--- src/rtl/rvdm_params.svh ---
// Constants for the regulator select-pin mapping and discharge registers.
`ifndef RVDM_PARAMS_SVH
`define RVDM_PARAMS_SVH

// Printed register offsets, kept as word indices.
`define RVDM_IDX_PIN_MAP       8'h2C
`define RVDM_IDX_DRAIN_A       8'h2D
`define RVDM_IDX_DRAIN_B       8'h2E
// Word index of the read-only status word.
`define RVDM_IDX_STATUS        8'h40

// Bus address width and the word-address slice.
`define RVDM_ADDR_W            12
`define RVDM_WORD_LSB          2

// Map field layout: regulator n sits at bits 2n+1:2n.
`define RVDM_MAP_FIELD_W       2
`define RVDM_MAP_REGS          4

// Writable mask of the second drain register.
`define RVDM_DRAIN_B_MASK      8'h3F
// Field positions inside the second drain register.
`define RVDM_DRAIN_B_LIN_LSB   0
`define RVDM_DRAIN_B_CNV_LSB   2

// Counts of regulators and converters.
`define RVDM_LINREGS           10
`define RVDM_CONVERTERS        4
`define RVDM_SEL_PINS          4

// Response codes of the register bus.
`define RVDM_RESP_OKAY         2'h0
`define RVDM_RESP_SLVERR       2'h2

// Reset values of the default-voltage bits before the pins are seen.
`define RVDM_DEF_BITS_RESET    4'h0

`endif

--- src/rtl/rvdm_pkg.sv ---
// Types shared by the regulator select-pin mapping and discharge block.
package rvdm_pkg;

  // One eight-bit configuration register.
  typedef logic [7:0] rvdm_byte_t;

  // Selected-voltage codes for linear regulators 1 to 4.
  typedef logic [3:0][7:0] rvdm_code_bank_t;

  // Map field codes and the select pin that each chooses.
  typedef enum logic [1:0] {
    RVDM_PIN_ONE   = 2'b00,
    RVDM_PIN_TWO   = 2'b01,
    RVDM_PIN_THREE = 2'b10,
    RVDM_PIN_FOUR  = 2'b11
  } rvdm_pin_sel_e;

  // Registers that a bus address can reach.
  typedef enum logic [2:0] {
    RVDM_REG_NONE   = 3'b000,
    RVDM_REG_MAP    = 3'b001,
    RVDM_REG_DRAIN_A = 3'b010,
    RVDM_REG_DRAIN_B = 3'b011,
    RVDM_REG_STATUS = 3'b100
  } rvdm_reg_e;

endpackage : rvdm_pkg

--- src/rtl/rvdm_pin_sync.sv ---
// Two-stage synchroniser for the voltage select pins.
`timescale 1ns/1ps
`include "rvdm_params.svh"

module rvdm_pin_sync (
  input  wire logic                       aclk,
  input  wire logic                       aresetn,
  input  wire logic [`RVDM_SEL_PINS-1:0]  pin_raw,
  output logic      [`RVDM_SEL_PINS-1:0]  pin_sync
);

  // First stage; only the second stage reads it.
  logic [`RVDM_SEL_PINS-1:0] stage_one_reg;

  // Both stages clear on reset so the outputs start at a known level.
  always_ff @(posedge aclk) begin
    if (!aresetn) begin
      stage_one_reg <= '0;
      pin_sync      <= '0;
    end else begin
      stage_one_reg <= pin_raw;
      pin_sync      <= stage_one_reg;
    end
  end

endmodule : rvdm_pin_sync

--- src/rtl/rvdm_regs.sv ---
// Select-pin mapping, default-voltage and output drain register block.
//
// The AXI4-Lite register port was decided locally.
`timescale 1ns/1ps
`include "rvdm_params.svh"

module rvdm_regs (
  input  wire logic                          aclk,
  input  wire logic                          aresetn,
  // Register bus write address channel.
  input  wire logic [`RVDM_ADDR_W-1:0]       s_axi_awaddr,
  input  wire logic [2:0]                    s_axi_awprot,
  input  wire logic                          s_axi_awvalid,
  output logic                               s_axi_awready,
  // Register bus write data channel.
  input  wire logic [31:0]                   s_axi_wdata,
  input  wire logic [3:0]                    s_axi_wstrb,
  input  wire logic                          s_axi_wvalid,
  output logic                               s_axi_wready,
  // Register bus write response channel.
  output logic [1:0]                         s_axi_bresp,
  output logic                               s_axi_bvalid,
  input  wire logic                          s_axi_bready,
  // Register bus read address channel.
  input  wire logic [`RVDM_ADDR_W-1:0]       s_axi_araddr,
  input  wire logic [2:0]                    s_axi_arprot,
  input  wire logic                          s_axi_arvalid,
  output logic                               s_axi_arready,
  // Register bus read data channel.
  output logic [31:0]                        s_axi_rdata,
  output logic [1:0]                         s_axi_rresp,
  output logic                               s_axi_rvalid,
  input  wire logic                          s_axi_rready,
  // Factory values loaded at power-on reset.
  input  wire rvdm_pkg::rvdm_byte_t          otp_pin_map,
  input  wire rvdm_pkg::rvdm_byte_t          otp_drain_a,
  input  wire rvdm_pkg::rvdm_byte_t          otp_drain_b,
  // Voltage select pins from the host.
  input  wire logic [`RVDM_SEL_PINS-1:0]     voltage_select_pin,
  // Voltage codes of linear regulators 1 to 4.
  input  wire rvdm_pkg::rvdm_code_bank_t     linreg_primary_voltage_reg,
  input  wire rvdm_pkg::rvdm_code_bank_t     linreg_alternate_voltage_reg,
  // Enable state of each output.
  input  wire logic [`RVDM_LINREGS-1:0]      linreg_enabled,
  input  wire logic [`RVDM_CONVERTERS-1:0]   converter_enabled,
  // Default-voltage bits and resulting voltage codes.
  output logic [`RVDM_MAP_REGS-1:0]          default_voltage_source_bit,
  output rvdm_pkg::rvdm_code_bank_t          linreg_voltage_code,
  // Drain switch commands.
  output logic [`RVDM_LINREGS-1:0]           linreg_drain_on,
  output logic [`RVDM_CONVERTERS-1:0]        converter_drain_on
);

  import rvdm_pkg::*;

  // Configuration registers.
  rvdm_byte_t                   pin_map_reg;   // Select-pin mapping.
  rvdm_byte_t                   drain_a_reg;   // Linear regulators 1-8.
  rvdm_byte_t                   drain_b_reg;   // Converters and linregs 9-10.

  // Synchronised select pins.
  logic [`RVDM_SEL_PINS-1:0]    sel_pin_sync;

  // Write channel holding state.
  logic                         aw_full_reg;   // Address taken, not used.
  logic                         w_full_reg;    // Data taken, not used.
  logic [`RVDM_ADDR_W-1:0]      aw_addr_reg;   // Held write address.
  logic [31:0]                  w_data_reg;    // Held write data.
  logic                         w_lane0_reg;   // Byte lane 0 strobe.

  // Handshake terms.
  logic                         aw_take;
  logic                         w_take;
  logic                         ar_take;
  logic                         wr_fire;
  logic                         aw_full_next;
  logic                         w_full_next;
  logic                         bvalid_next;
  logic                         rvalid_next;
  rvdm_reg_e                    wr_target;
  rvdm_reg_e                    rd_target;

  // Maps a bus byte address onto the register it reaches.
  function automatic rvdm_reg_e decode_addr(
    input logic [`RVDM_ADDR_W-1:0] addr
  );
    logic [`RVDM_ADDR_W-3:0] word;
    word = addr[`RVDM_ADDR_W-1:`RVDM_WORD_LSB];
    case (word)
      10'(`RVDM_IDX_PIN_MAP): decode_addr = RVDM_REG_MAP;
      10'(`RVDM_IDX_DRAIN_A): decode_addr = RVDM_REG_DRAIN_A;
      10'(`RVDM_IDX_DRAIN_B): decode_addr = RVDM_REG_DRAIN_B;
      10'(`RVDM_IDX_STATUS):  decode_addr = RVDM_REG_STATUS;
      default:                decode_addr = RVDM_REG_NONE;
    endcase
  endfunction : decode_addr

  // Picks the select pin that a two-bit map field names.
  function automatic logic pick_pin(
    input logic [1:0]                map_field,
    input logic [`RVDM_SEL_PINS-1:0] pins
  );
    case (rvdm_pin_sel_e'(map_field))
      RVDM_PIN_ONE:   pick_pin = pins[0];
      RVDM_PIN_TWO:   pick_pin = pins[1];
      RVDM_PIN_THREE: pick_pin = pins[2];
      RVDM_PIN_FOUR:  pick_pin = pins[3];
      default:        pick_pin = pins[0];
    endcase
  endfunction : pick_pin

  // Raw pins are asynchronous to the bus clock; a glitch must never
  // reach the voltage selection directly.
  rvdm_pin_sync u_pin_sync (
    .aclk     (aclk),
    .aresetn  (aresetn),
    .pin_raw  (voltage_select_pin),
    .pin_sync (sel_pin_sync)
  );

  // Handshakes happen when the slave's ready flop and valid meet.
  assign aw_take = s_axi_awvalid & s_axi_awready;
  assign w_take  = s_axi_wvalid & s_axi_wready;
  assign ar_take = s_axi_arvalid & s_axi_arready;

  // A write commits once both halves are held and no answer is pending.
  assign wr_fire = aw_full_reg & w_full_reg & ~s_axi_bvalid;

  // Held halves free up only when the write commits.
  assign aw_full_next = (aw_full_reg | aw_take) & ~wr_fire;
  assign w_full_next  = (w_full_reg | w_take) & ~wr_fire;

  // Write answer stands until the master takes it.
  assign bvalid_next = wr_fire | (s_axi_bvalid & ~s_axi_bready);

  // Read answer stands until the master takes it.
  assign rvalid_next = ar_take | (s_axi_rvalid & ~s_axi_rready);

  // Targets of the held write and the incoming read.
  assign wr_target = decode_addr(aw_addr_reg);
  assign rd_target = decode_addr(s_axi_araddr);

  // Write address half: held until the write commits.
  always_ff @(posedge aclk) begin
    if (!aresetn) begin
      aw_full_reg   <= 1'b0;
      aw_addr_reg   <= '0;
      s_axi_awready <= 1'b0;
    end else begin
      aw_full_reg <= aw_full_next;
      if (aw_take) begin
        aw_addr_reg <= s_axi_awaddr;
      end
      // Stay closed while a write is held or its answer is pending.
      s_axi_awready <= ~aw_full_next & ~bvalid_next;
    end
  end

  // Write data half: held until the write commits.
  always_ff @(posedge aclk) begin
    if (!aresetn) begin
      w_full_reg   <= 1'b0;
      w_data_reg   <= '0;
      w_lane0_reg  <= 1'b0;
      s_axi_wready <= 1'b0;
    end else begin
      w_full_reg <= w_full_next;
      if (w_take) begin
        w_data_reg  <= s_axi_wdata;
        w_lane0_reg <= s_axi_wstrb[0];
      end
      s_axi_wready <= ~w_full_next & ~bvalid_next;
    end
  end

  // Write response: unmapped and read-only words answer with an error.
  always_ff @(posedge aclk) begin
    if (!aresetn) begin
      s_axi_bvalid <= 1'b0;
      s_axi_bresp  <= `RVDM_RESP_OKAY;
    end else begin
      s_axi_bvalid <= bvalid_next;
      if (wr_fire) begin
        if (wr_target == RVDM_REG_NONE || wr_target == RVDM_REG_STATUS) begin
          s_axi_bresp <= `RVDM_RESP_SLVERR;
        end else begin
          s_axi_bresp <= `RVDM_RESP_OKAY;
        end
      end
    end
  end

  // Configuration registers: reset loads the factory values, a write
  // with lane 0 strobed replaces them.
  always_ff @(posedge aclk) begin
    if (!aresetn) begin
      pin_map_reg <= otp_pin_map;
      drain_a_reg <= otp_drain_a;
      drain_b_reg <= otp_drain_b & `RVDM_DRAIN_B_MASK;
    end else if (wr_fire && w_lane0_reg) begin
      case (wr_target)
        // Whole byte is four map fields.
        RVDM_REG_MAP: begin
          pin_map_reg <= w_data_reg[7:0];
        end
        // One drain bit per linear regulator 1 to 8.
        RVDM_REG_DRAIN_A: begin
          drain_a_reg <= w_data_reg[7:0];
        end
        // Top two bits are not writable and stay zero.
        RVDM_REG_DRAIN_B: begin
          drain_b_reg <= w_data_reg[7:0] & `RVDM_DRAIN_B_MASK;
        end
        default: begin
          pin_map_reg <= pin_map_reg;
        end
      endcase
    end
  end

  // Read channel: answer one edge after the address is taken.
  always_ff @(posedge aclk) begin
    if (!aresetn) begin
      s_axi_rvalid  <= 1'b0;
      s_axi_rdata   <= '0;
      s_axi_rresp   <= `RVDM_RESP_OKAY;
      s_axi_arready <= 1'b0;
    end else begin
      s_axi_rvalid  <= rvalid_next;
      s_axi_arready <= ~rvalid_next;
      if (ar_take) begin
        s_axi_rresp <= `RVDM_RESP_OKAY;
        case (rd_target)
          RVDM_REG_MAP: begin
            s_axi_rdata <= {24'h000000, pin_map_reg};
          end
          RVDM_REG_DRAIN_A: begin
            s_axi_rdata <= {24'h000000, drain_a_reg};
          end
          // Unused bits always come back as zero.
          RVDM_REG_DRAIN_B: begin
            s_axi_rdata <= {24'h000000,
                            drain_b_reg & `RVDM_DRAIN_B_MASK};
          end
          // Live view: default bits in 7:4, synchronised pins in 3:0.
          RVDM_REG_STATUS: begin
            s_axi_rdata <= {24'h000000, default_voltage_source_bit,
                            sel_pin_sync};
          end
          default: begin
            s_axi_rdata <= 32'h00000000;
            s_axi_rresp <= `RVDM_RESP_SLVERR;
          end
        endcase
      end
    end
  end

  // Default-voltage bits follow the mapped pin every cycle, so a map
  // change takes effect one edge after the write commits.
  always_ff @(posedge aclk) begin
    if (!aresetn) begin
      default_voltage_source_bit <= `RVDM_DEF_BITS_RESET;
    end else begin
      for (int i = 0; i < `RVDM_MAP_REGS; i++) begin
        default_voltage_source_bit[i] <=
          pick_pin(pin_map_reg[2*i +: 2], sel_pin_sync);
      end
    end
  end

  // Voltage code: 0 takes the primary register, 1 the alternate one.
  // This lags the default bit by one edge.
  always_ff @(posedge aclk) begin
    if (!aresetn) begin
      linreg_voltage_code <= '0;
    end else begin
      for (int i = 0; i < `RVDM_MAP_REGS; i++) begin
        if (default_voltage_source_bit[i]) begin
          linreg_voltage_code[i] <= linreg_alternate_voltage_reg[i];
        end else begin
          linreg_voltage_code[i] <= linreg_primary_voltage_reg[i];
        end
      end
    end
  end

  // Linear regulator drain: only while the output is disabled.
  always_ff @(posedge aclk) begin
    if (!aresetn) begin
      linreg_drain_on <= '0;
    end else begin
      linreg_drain_on[7:0] <= drain_a_reg & ~linreg_enabled[7:0];
      linreg_drain_on[9:8] <=
        drain_b_reg[`RVDM_DRAIN_B_LIN_LSB +: 2] &
        ~linreg_enabled[9:8];
    end
  end

  // Converter drain: bits 5:2 for converters 4 to 1.
  always_ff @(posedge aclk) begin
    if (!aresetn) begin
      converter_drain_on <= '0;
    end else begin
      converter_drain_on <=
        drain_b_reg[`RVDM_DRAIN_B_CNV_LSB +: `RVDM_CONVERTERS] &
        ~converter_enabled;
    end
  end

  // Protection bits carry no meaning here; there is one privilege level.
  logic unused_prot;
  assign unused_prot = ^{s_axi_awprot, s_axi_arprot, s_axi_wstrb[3:1],
                         w_data_reg[31:8], aw_addr_reg[1:0]};

endmodule : rvdm_regs

--- config.mk ---
export PLATFORM = sky130hd
export DESIGN_NAME = rvdm_regs
export DESIGN_NICKNAME = d
export VERILOG_FILES = /design/src/rtl/rvdm_pkg.sv /design/src/rtl/rvdm_pin_sync.sv /design/src/rtl/rvdm_regs.sv
export VERILOG_INCLUDE_DIRS = /design/src /design/src/rtl
export SDC_FILE = /design/constraint.sdc
export NUM_CORES = 1
export LEC_CHECK = 0
export ABC_AREA = 1
export BUFFER_PORTS_ARGS = -buffer_cell sky130_fd_sc_hd__buf_2
export CAP_MARGIN = 20
export CORE_MARGIN = 4
export CORE_UTILIZATION = 44
export DETAILED_ROUTE_END_ITERATION = 10
export PLACE_DENSITY = 0.86
export SLEW_MARGIN = 25
export SYNTH_ARGS = -nofsm -noshare
export SYNTH_HDL_FRONTEND = slang
export SYNTH_SLANG_ARGS = --single-unit
--- constraint.sdc ---
create_clock -name aclk -period 1.93 [get_ports aclk]
set_input_delay 0.2895 -clock aclk [delete_from_list [all_inputs] [get_ports aclk]]
set_output_delay 0.2895 -clock aclk [all_outputs]
set_load 0.03 [all_outputs]
# ---- Yosys cells after proc, flatten, opt, wreduce, memory -nomap -nowiden
# Cells that the tools add are included.
dict set report totals {
  ff_bits 144
  input_bits 179
  output_inout_bits 91
  wordCells 119
}
dict set report op_classes {
  eq_ne 32
  muxes 22
  bitwise_logic 29
  n_reduce_logical 11
}
# operator count
set ops {}
lappend ops {{8-bit 2-to-1 mux} 10}
lappend ops {{10-bit by 6-bit == test with 1-bit output, second input constant} 6}
lappend ops {{8-bit case mux with 4 select lines} 1}
lappend ops {{3-bit case mux with 4 select lines} 2}
lappend ops {{10-bit by 7-bit == test with 1-bit output, second input constant} 2}
lappend ops {{6-bit 2-to-1 mux} 3}
lappend ops {{2-bit == test, second input constant} 8}
lappend ops {{1-bit case mux with 4 select lines} 4}
lappend ops {{3-bit by 2-bit == test with 1-bit output, second input constant} 4}
lappend ops {{1-bit bitwise AND} 11}
lappend ops {{8-bit bitwise AND} 1}
lappend ops {{2-bit by 1-bit == test with 1-bit output, second input constant} 4}
lappend ops {{2-bit logical NOT} 4}
lappend ops {{2-bit by 1-bit inequality test with 1-bit output, second input constant} 4}
lappend ops {{1-bit inverter} 8}
lappend ops {{8-bit inverter} 1}
lappend ops {{3-bit by 1-bit == test with 1-bit output, second input constant} 2}
lappend ops {{3-bit == test, second input constant} 2}
lappend ops {{2-bit AND reduction} 3}
lappend ops {{4-bit bitwise AND} 1}
lappend ops {{2-bit 2-to-1 mux} 2}
lappend ops {{4-bit inverter} 1}
lappend ops {{1-bit bitwise OR} 4}
lappend ops {{4-bit OR reduction} 1}
lappend ops {{5 further kinds} 5}

# ---- Longest topological paths before layout
dict set report depth {
  word_depth 6
  ltp_mapped 8
  depth_no_buf 8
}

# ---- Hierarchy
# From an unflattened synthesis, not the netlist that was laid out.
dict set report unflattened {
  cells_unflattened 590
  hier_area_um2 4737.0
}
# module instances cells_each area_per_inst_um2 seq_area_each_um2
set by_module_without_submodules {}
lappend by_module_without_submodules {rvdm_regs 1 565 4511.8 2382.3}
lappend by_module_without_submodules {rvdm_pin_sync 1 25 225.2 160.2}

# ---- Worst setup path after synthesis
# No wires, ideal clock.
dict set report synth_path {
  kind {register to register}
  from {register s_axi_bvalid}
  to {register drain_a_reg[0] (enable)}
  arrival_ns 1.242
  required_time_ns 1.556
  setup_slack_ns 0.314
  path_stages_with_launch 4
  cell_sequence {dfxtp_1 > nor3_2 > nand2_1 > o21ai_1}
}
dict set report synth_via {
  elab_chain_len 5
}
# item line
set synth_lines {}
lappend synth_lines {{start, declared} rvdm_regs.sv:22} ;# output logic s_axi_bvalid,
lappend synth_lines {{start signal, assigned} rvdm_regs.sv:182} ;# s_axi_bvalid <= bvalid_next;
lappend synth_lines {{1-bit inverter} rvdm_regs.sv:127} ;# assign wr_fire = aw_full_reg & w_full_reg & ~s_axi_bvalid;
lappend synth_lines {{1-bit bitwise AND} rvdm_regs.sv:127}
lappend synth_lines {{1-bit logical AND} rvdm_regs.sv:200} ;# end else if (wr_fire && w_lane0_reg) begin
lappend synth_lines {{2-bit by 1-bit inequality test with 1-bit output (no line)} --}
lappend synth_lines {{2-bit AND reduction (no line)} --}
lappend synth_lines {{end signal, assigned} rvdm_regs.sv:198} ;# drain_a_reg <= otp_drain_a;
lappend synth_lines {{end signal, assigned} rvdm_regs.sv:208} ;# drain_a_reg <= w_data_reg[7:0];
lappend synth_lines {{end, declared} rvdm_regs.sv:58} ;# rvdm_byte_t drain_a_reg;
# Every way passes these cells.
# A chain may end at the register's enable or synchronous reset.

# ---- Worst setup path after layout
dict set report layout_path {
  from {register default_voltage_source_bit[1]}
  to {register linreg_voltage_code[8] (netlist name)}
}
dict set report layout_via {
  elab_chain_len 1
}
# item line
set layout_lines {}
lappend layout_lines {{start, declared} rvdm_regs.sv:47} ;# output logic [`RVDM_MAP_REGS-1:0] default_voltage_source_bit,
lappend layout_lines {{start signal, assigned} rvdm_regs.sv:263} ;# default_voltage_source_bit <= `RVDM_DEF_BITS_RESET;
lappend layout_lines {{start signal, assigned by index} rvdm_regs.sv:266} ;# default_voltage_source_bit[i] <=
lappend layout_lines {{8-bit 2-to-1 mux} rvdm_regs.sv:279} ;# if (default_voltage_source_bit[i]) begin
lappend layout_lines {{end signal, assigned by index} rvdm_regs.sv:280} ;# linreg_voltage_code[i] <= linreg_alternate_voltage_reg[i];
lappend layout_lines {{end signal, assigned by index} rvdm_regs.sv:282} ;# linreg_voltage_code[i] <= linreg_primary_voltage_reg[i];
lappend layout_lines {{end, declared} rvdm_regs.sv:48} ;# output rvdm_pkg::rvdm_code_bank_t linreg_voltage_code,
# Every way passes these cells.

==> metrics.cfg <==
[worst_setup_path]
slowest_stage = dfxtp_1
critPathBufInv = 2
cp_data_arrival_time_ps = 2100
critPathMaxStageDelay_ps = 600
cp_cell_sequence = inv_1 > nor2_1 > nor2_1 > dlygate4sd3_1
crit_type = reg2reg
worstSetupEndpointType = flop
startpoint_type = flop
crit_fanout = 11
required_ps = 2320
critPathTopFamily = buffers and inverters
crit_path_frequent_cell = nor2_1

[layout]
seqCellArea_mm2 = 0.002542
final_cell_mix = 204 x buf_2, 125 x nor2_1, 118 x nand2_1
multi_input_area_mm2 = 0.001847
drive_gt1_share_pct = 31.41
finalNetCount = 1016
largest_reg_flops = 32
n_antenna_cell = 0
fill_cells = 869
final_common_cell = buf_2
finish.instance_area_mm2 = 0.006714
area_growth_pct = 41.96

[cts]
clock-sinks = 116
clk_pin_slew_ps = 60
clockBufferDepth = 2
cts.repair.resized = 0
cts_tree = built
h-tree-depth = 4
clock_latency_ps = 510
cts_inserted_buffers = 17
clock-root-buffer = clkbuf_8

[synth]
synthTopCellsByArea = dfxtp_1 40%, edfxtp_1 14%, nor2_1 9.9%
netlist_area_mm2 = 0.004730
synth_seq_cells = 116
ys_seq_area_share_pct = 53.76
synth-xor-area-share_pct = 0
netlist_instances = 587
synth_cell_types = 31
synth-compound-area-share_pct = 10.40
yosysWarnings = 0
synth_largest_area_cell = dfxtp_1
avgSynthCellArea_um2 = 8.057
netlist.area_leader.share_pct = 39.79
synthAdderAreaFrac_pct = 0
synth_top_family_by_area = simple AND/OR/NAND/NOR gates
muxShareOfSynthArea_pct = 0
synth_simple_gate_area_share_pct = 26.59

[timing]
fmax_mhz = 587.9
finalHoldViolCount = 0
tightest_slew_ps = 511.6
min_period_ps = 1701
finClkSkew_ps = 10.56
slew_violations = 0
setup_viol = 0
fin_crit_sh_pct = 88.13
rsz0062_at_grt = false
relSlewSlack_pct = 65.90
timing.setup.tns_ps = 0

[global_route]
grt_pass1_wl_um = 21920
grt_use_total_pct = 22.01
antenna_found_initial = 0
grt-ovfl-total = 0
grt_pass1_vias = 4639
grt_max_degree = 53

[power_and_ir_drop]
swShare_pct = 27.25
switchingPower_mw = 1.741
peakVddDrop_v = 0.0007899
intPower_mw = 4.649
power_mw = 6.390
p_seq_share_pct = 42.6
p_leak_nw = 3.412
pwr-share-comb_pct = 13.7
p_per_area_mw_per_mm2 = 951.8
pwr-share-clk_pct = 43.7

[run]
drv_cap = 0

[drt]
antenna_left = 0
initialDrtViolationCount = 312
vias_per_cell = 4.810
firstDrtPassIters = 6
drc_errors = 0
num_vias = 4743
totalWireLength_um = 13930
wl_per_cell_um = 14.13

[place]
hpwl_um = 9809
routabilityCongestion = 0.8551
dpl-instance-area_mm2 = 0.005783
portBuffers = 204

[hold_path]
hp-class = in2reg

[die]
dieWidth_um = 111.7
fp.dieH_um = 111.7
initial_core_util_pct = 45.41
pin_count = 270
die_area_mm2 = 0.01247
rows = 37
coreArea_mm2 = 0.01042

[status]
status = completed

[Yosys cell counts]
| library cell | number |
|---|---|
| a211oi_1 | 4 |
| a21oi_1 | 21 |
| a21oi_2 | 2 |
| buf_1 | 1 |
| buf_2 | 5 |
| buf_4 | 26 |
| buf_6 | 2 |
| clkbuf_1 | 12 |
| clkbuf_4 | 1 |
| clkinv_1 | 1 |
| conb_1 | 1 |
| dfxtp_1 | 94 |
| edfxtp_1 | 22 |
| inv_1 | 24 |
| inv_2 | 11 |
| nand2_1 | 118 |
| nand2_2 | 1 |
| nand2_4 | 3 |
| nand3_1 | 18 |
| nand4_1 | 15 |
| nor2_1 | 125 |
| nor2_2 | 2 |
| nor2_4 | 4 |
| nor2_8 | 1 |
| nor3_1 | 3 |
| nor3_2 | 1 |
| nor4_1 | 1 |
| nor4_2 | 1 |
| o2111ai_1 | 1 |
| o21ai_0 | 5 |
| o21ai_1 | 61 |
[metrics by stage]
step                std cells  util, %  hold slack (ps)  worst slack (ps)
floorplan                 612        -            361.5             313.9
global placement          914    55.52            395.8             346.7
detailed placement        914    55.52            401.9             335.7
CTS                       986    64.46            1.309             235.6
global route              986    64.46            4.372             123.5
finish                    986    64.46            16.17             229.1
[tightest hold or removal path, stage by stage]
cell,delay (ps)
buf_2,80
o21ai_1,50
nor2_1,70
[metal layers]
layer / vias up / track usage (%) / routed length (um)
met5: - / 0 / 0
met1: 2116 / 24.20 / 5278
met2: 237 / 39.09 / 7047
met3: 32 / 6.576 / 1243
li1: 2358 / - / -
met4: 0 / 9.732 / 361
[power by group through the flow]
| stage | registers, mW | clock network [mW] | logic [mW] |
|---|---|---|---|
| 2_1_floorplan | 2.90 | 0 | 0.390 |
| 3_3_place_gp | 2.77 | 0 | 0.784 |
| 3_5_place_dp | 2.77 | 0 | 0.797 |
| 4_1_cts | 2.72 | 2.84 | 0.866 |
| 5_1_grt | 2.74 | 2.97 | 0.956 |
| 6_report | 2.72 | 2.79 | 0.873 |
[final cells by class]
| cell class | instances | area share [%] |
|---|---|---|
| tap | 136 | 2.534 |
| clock inverter | 13 | 1.621 |
| clock buffer | 19 | 6.280 |
| multi-input combinational | 413 | 27.51 |
| timing repair buffer | 253 | 22.18 |
| inverter | 36 | 2.013 |
| sequential | 116 | 37.87 |
[worst paths after layout]
path | startpoint | to | slack (ps) | cells past startpoint
worst max-delay path | default_voltage_source_bit[1] | linreg_voltage_code[8] | 230 | 4
worst min-delay path | linreg_primary_voltage_reg[20] | linreg_voltage_code[20] | 20 | 3
worst max register to register | default_voltage_source_bit[1] | linreg_voltage_code[8] | 230 | 4
worst min register to register | u_pin_sync.stage_one_reg[1] | u_pin_sync.pin_sync[1] | 410 | 2
[repair_timing]
action                                  4_1_cts  5_1_grt
endpoints found under the hold margin        34        0
hold buffers                                 40        0
endpoints found under the setup margin        0        0
buffers inserted                              0        0
[kinds of logic after synthesis]
group / after synthesis
buffers and inverters: 83
and+or+nand+nor: 293
DFF: 116
AOI/OAI and AO/OA: 94
other: 1
Power figures use the tool's default switching activity.
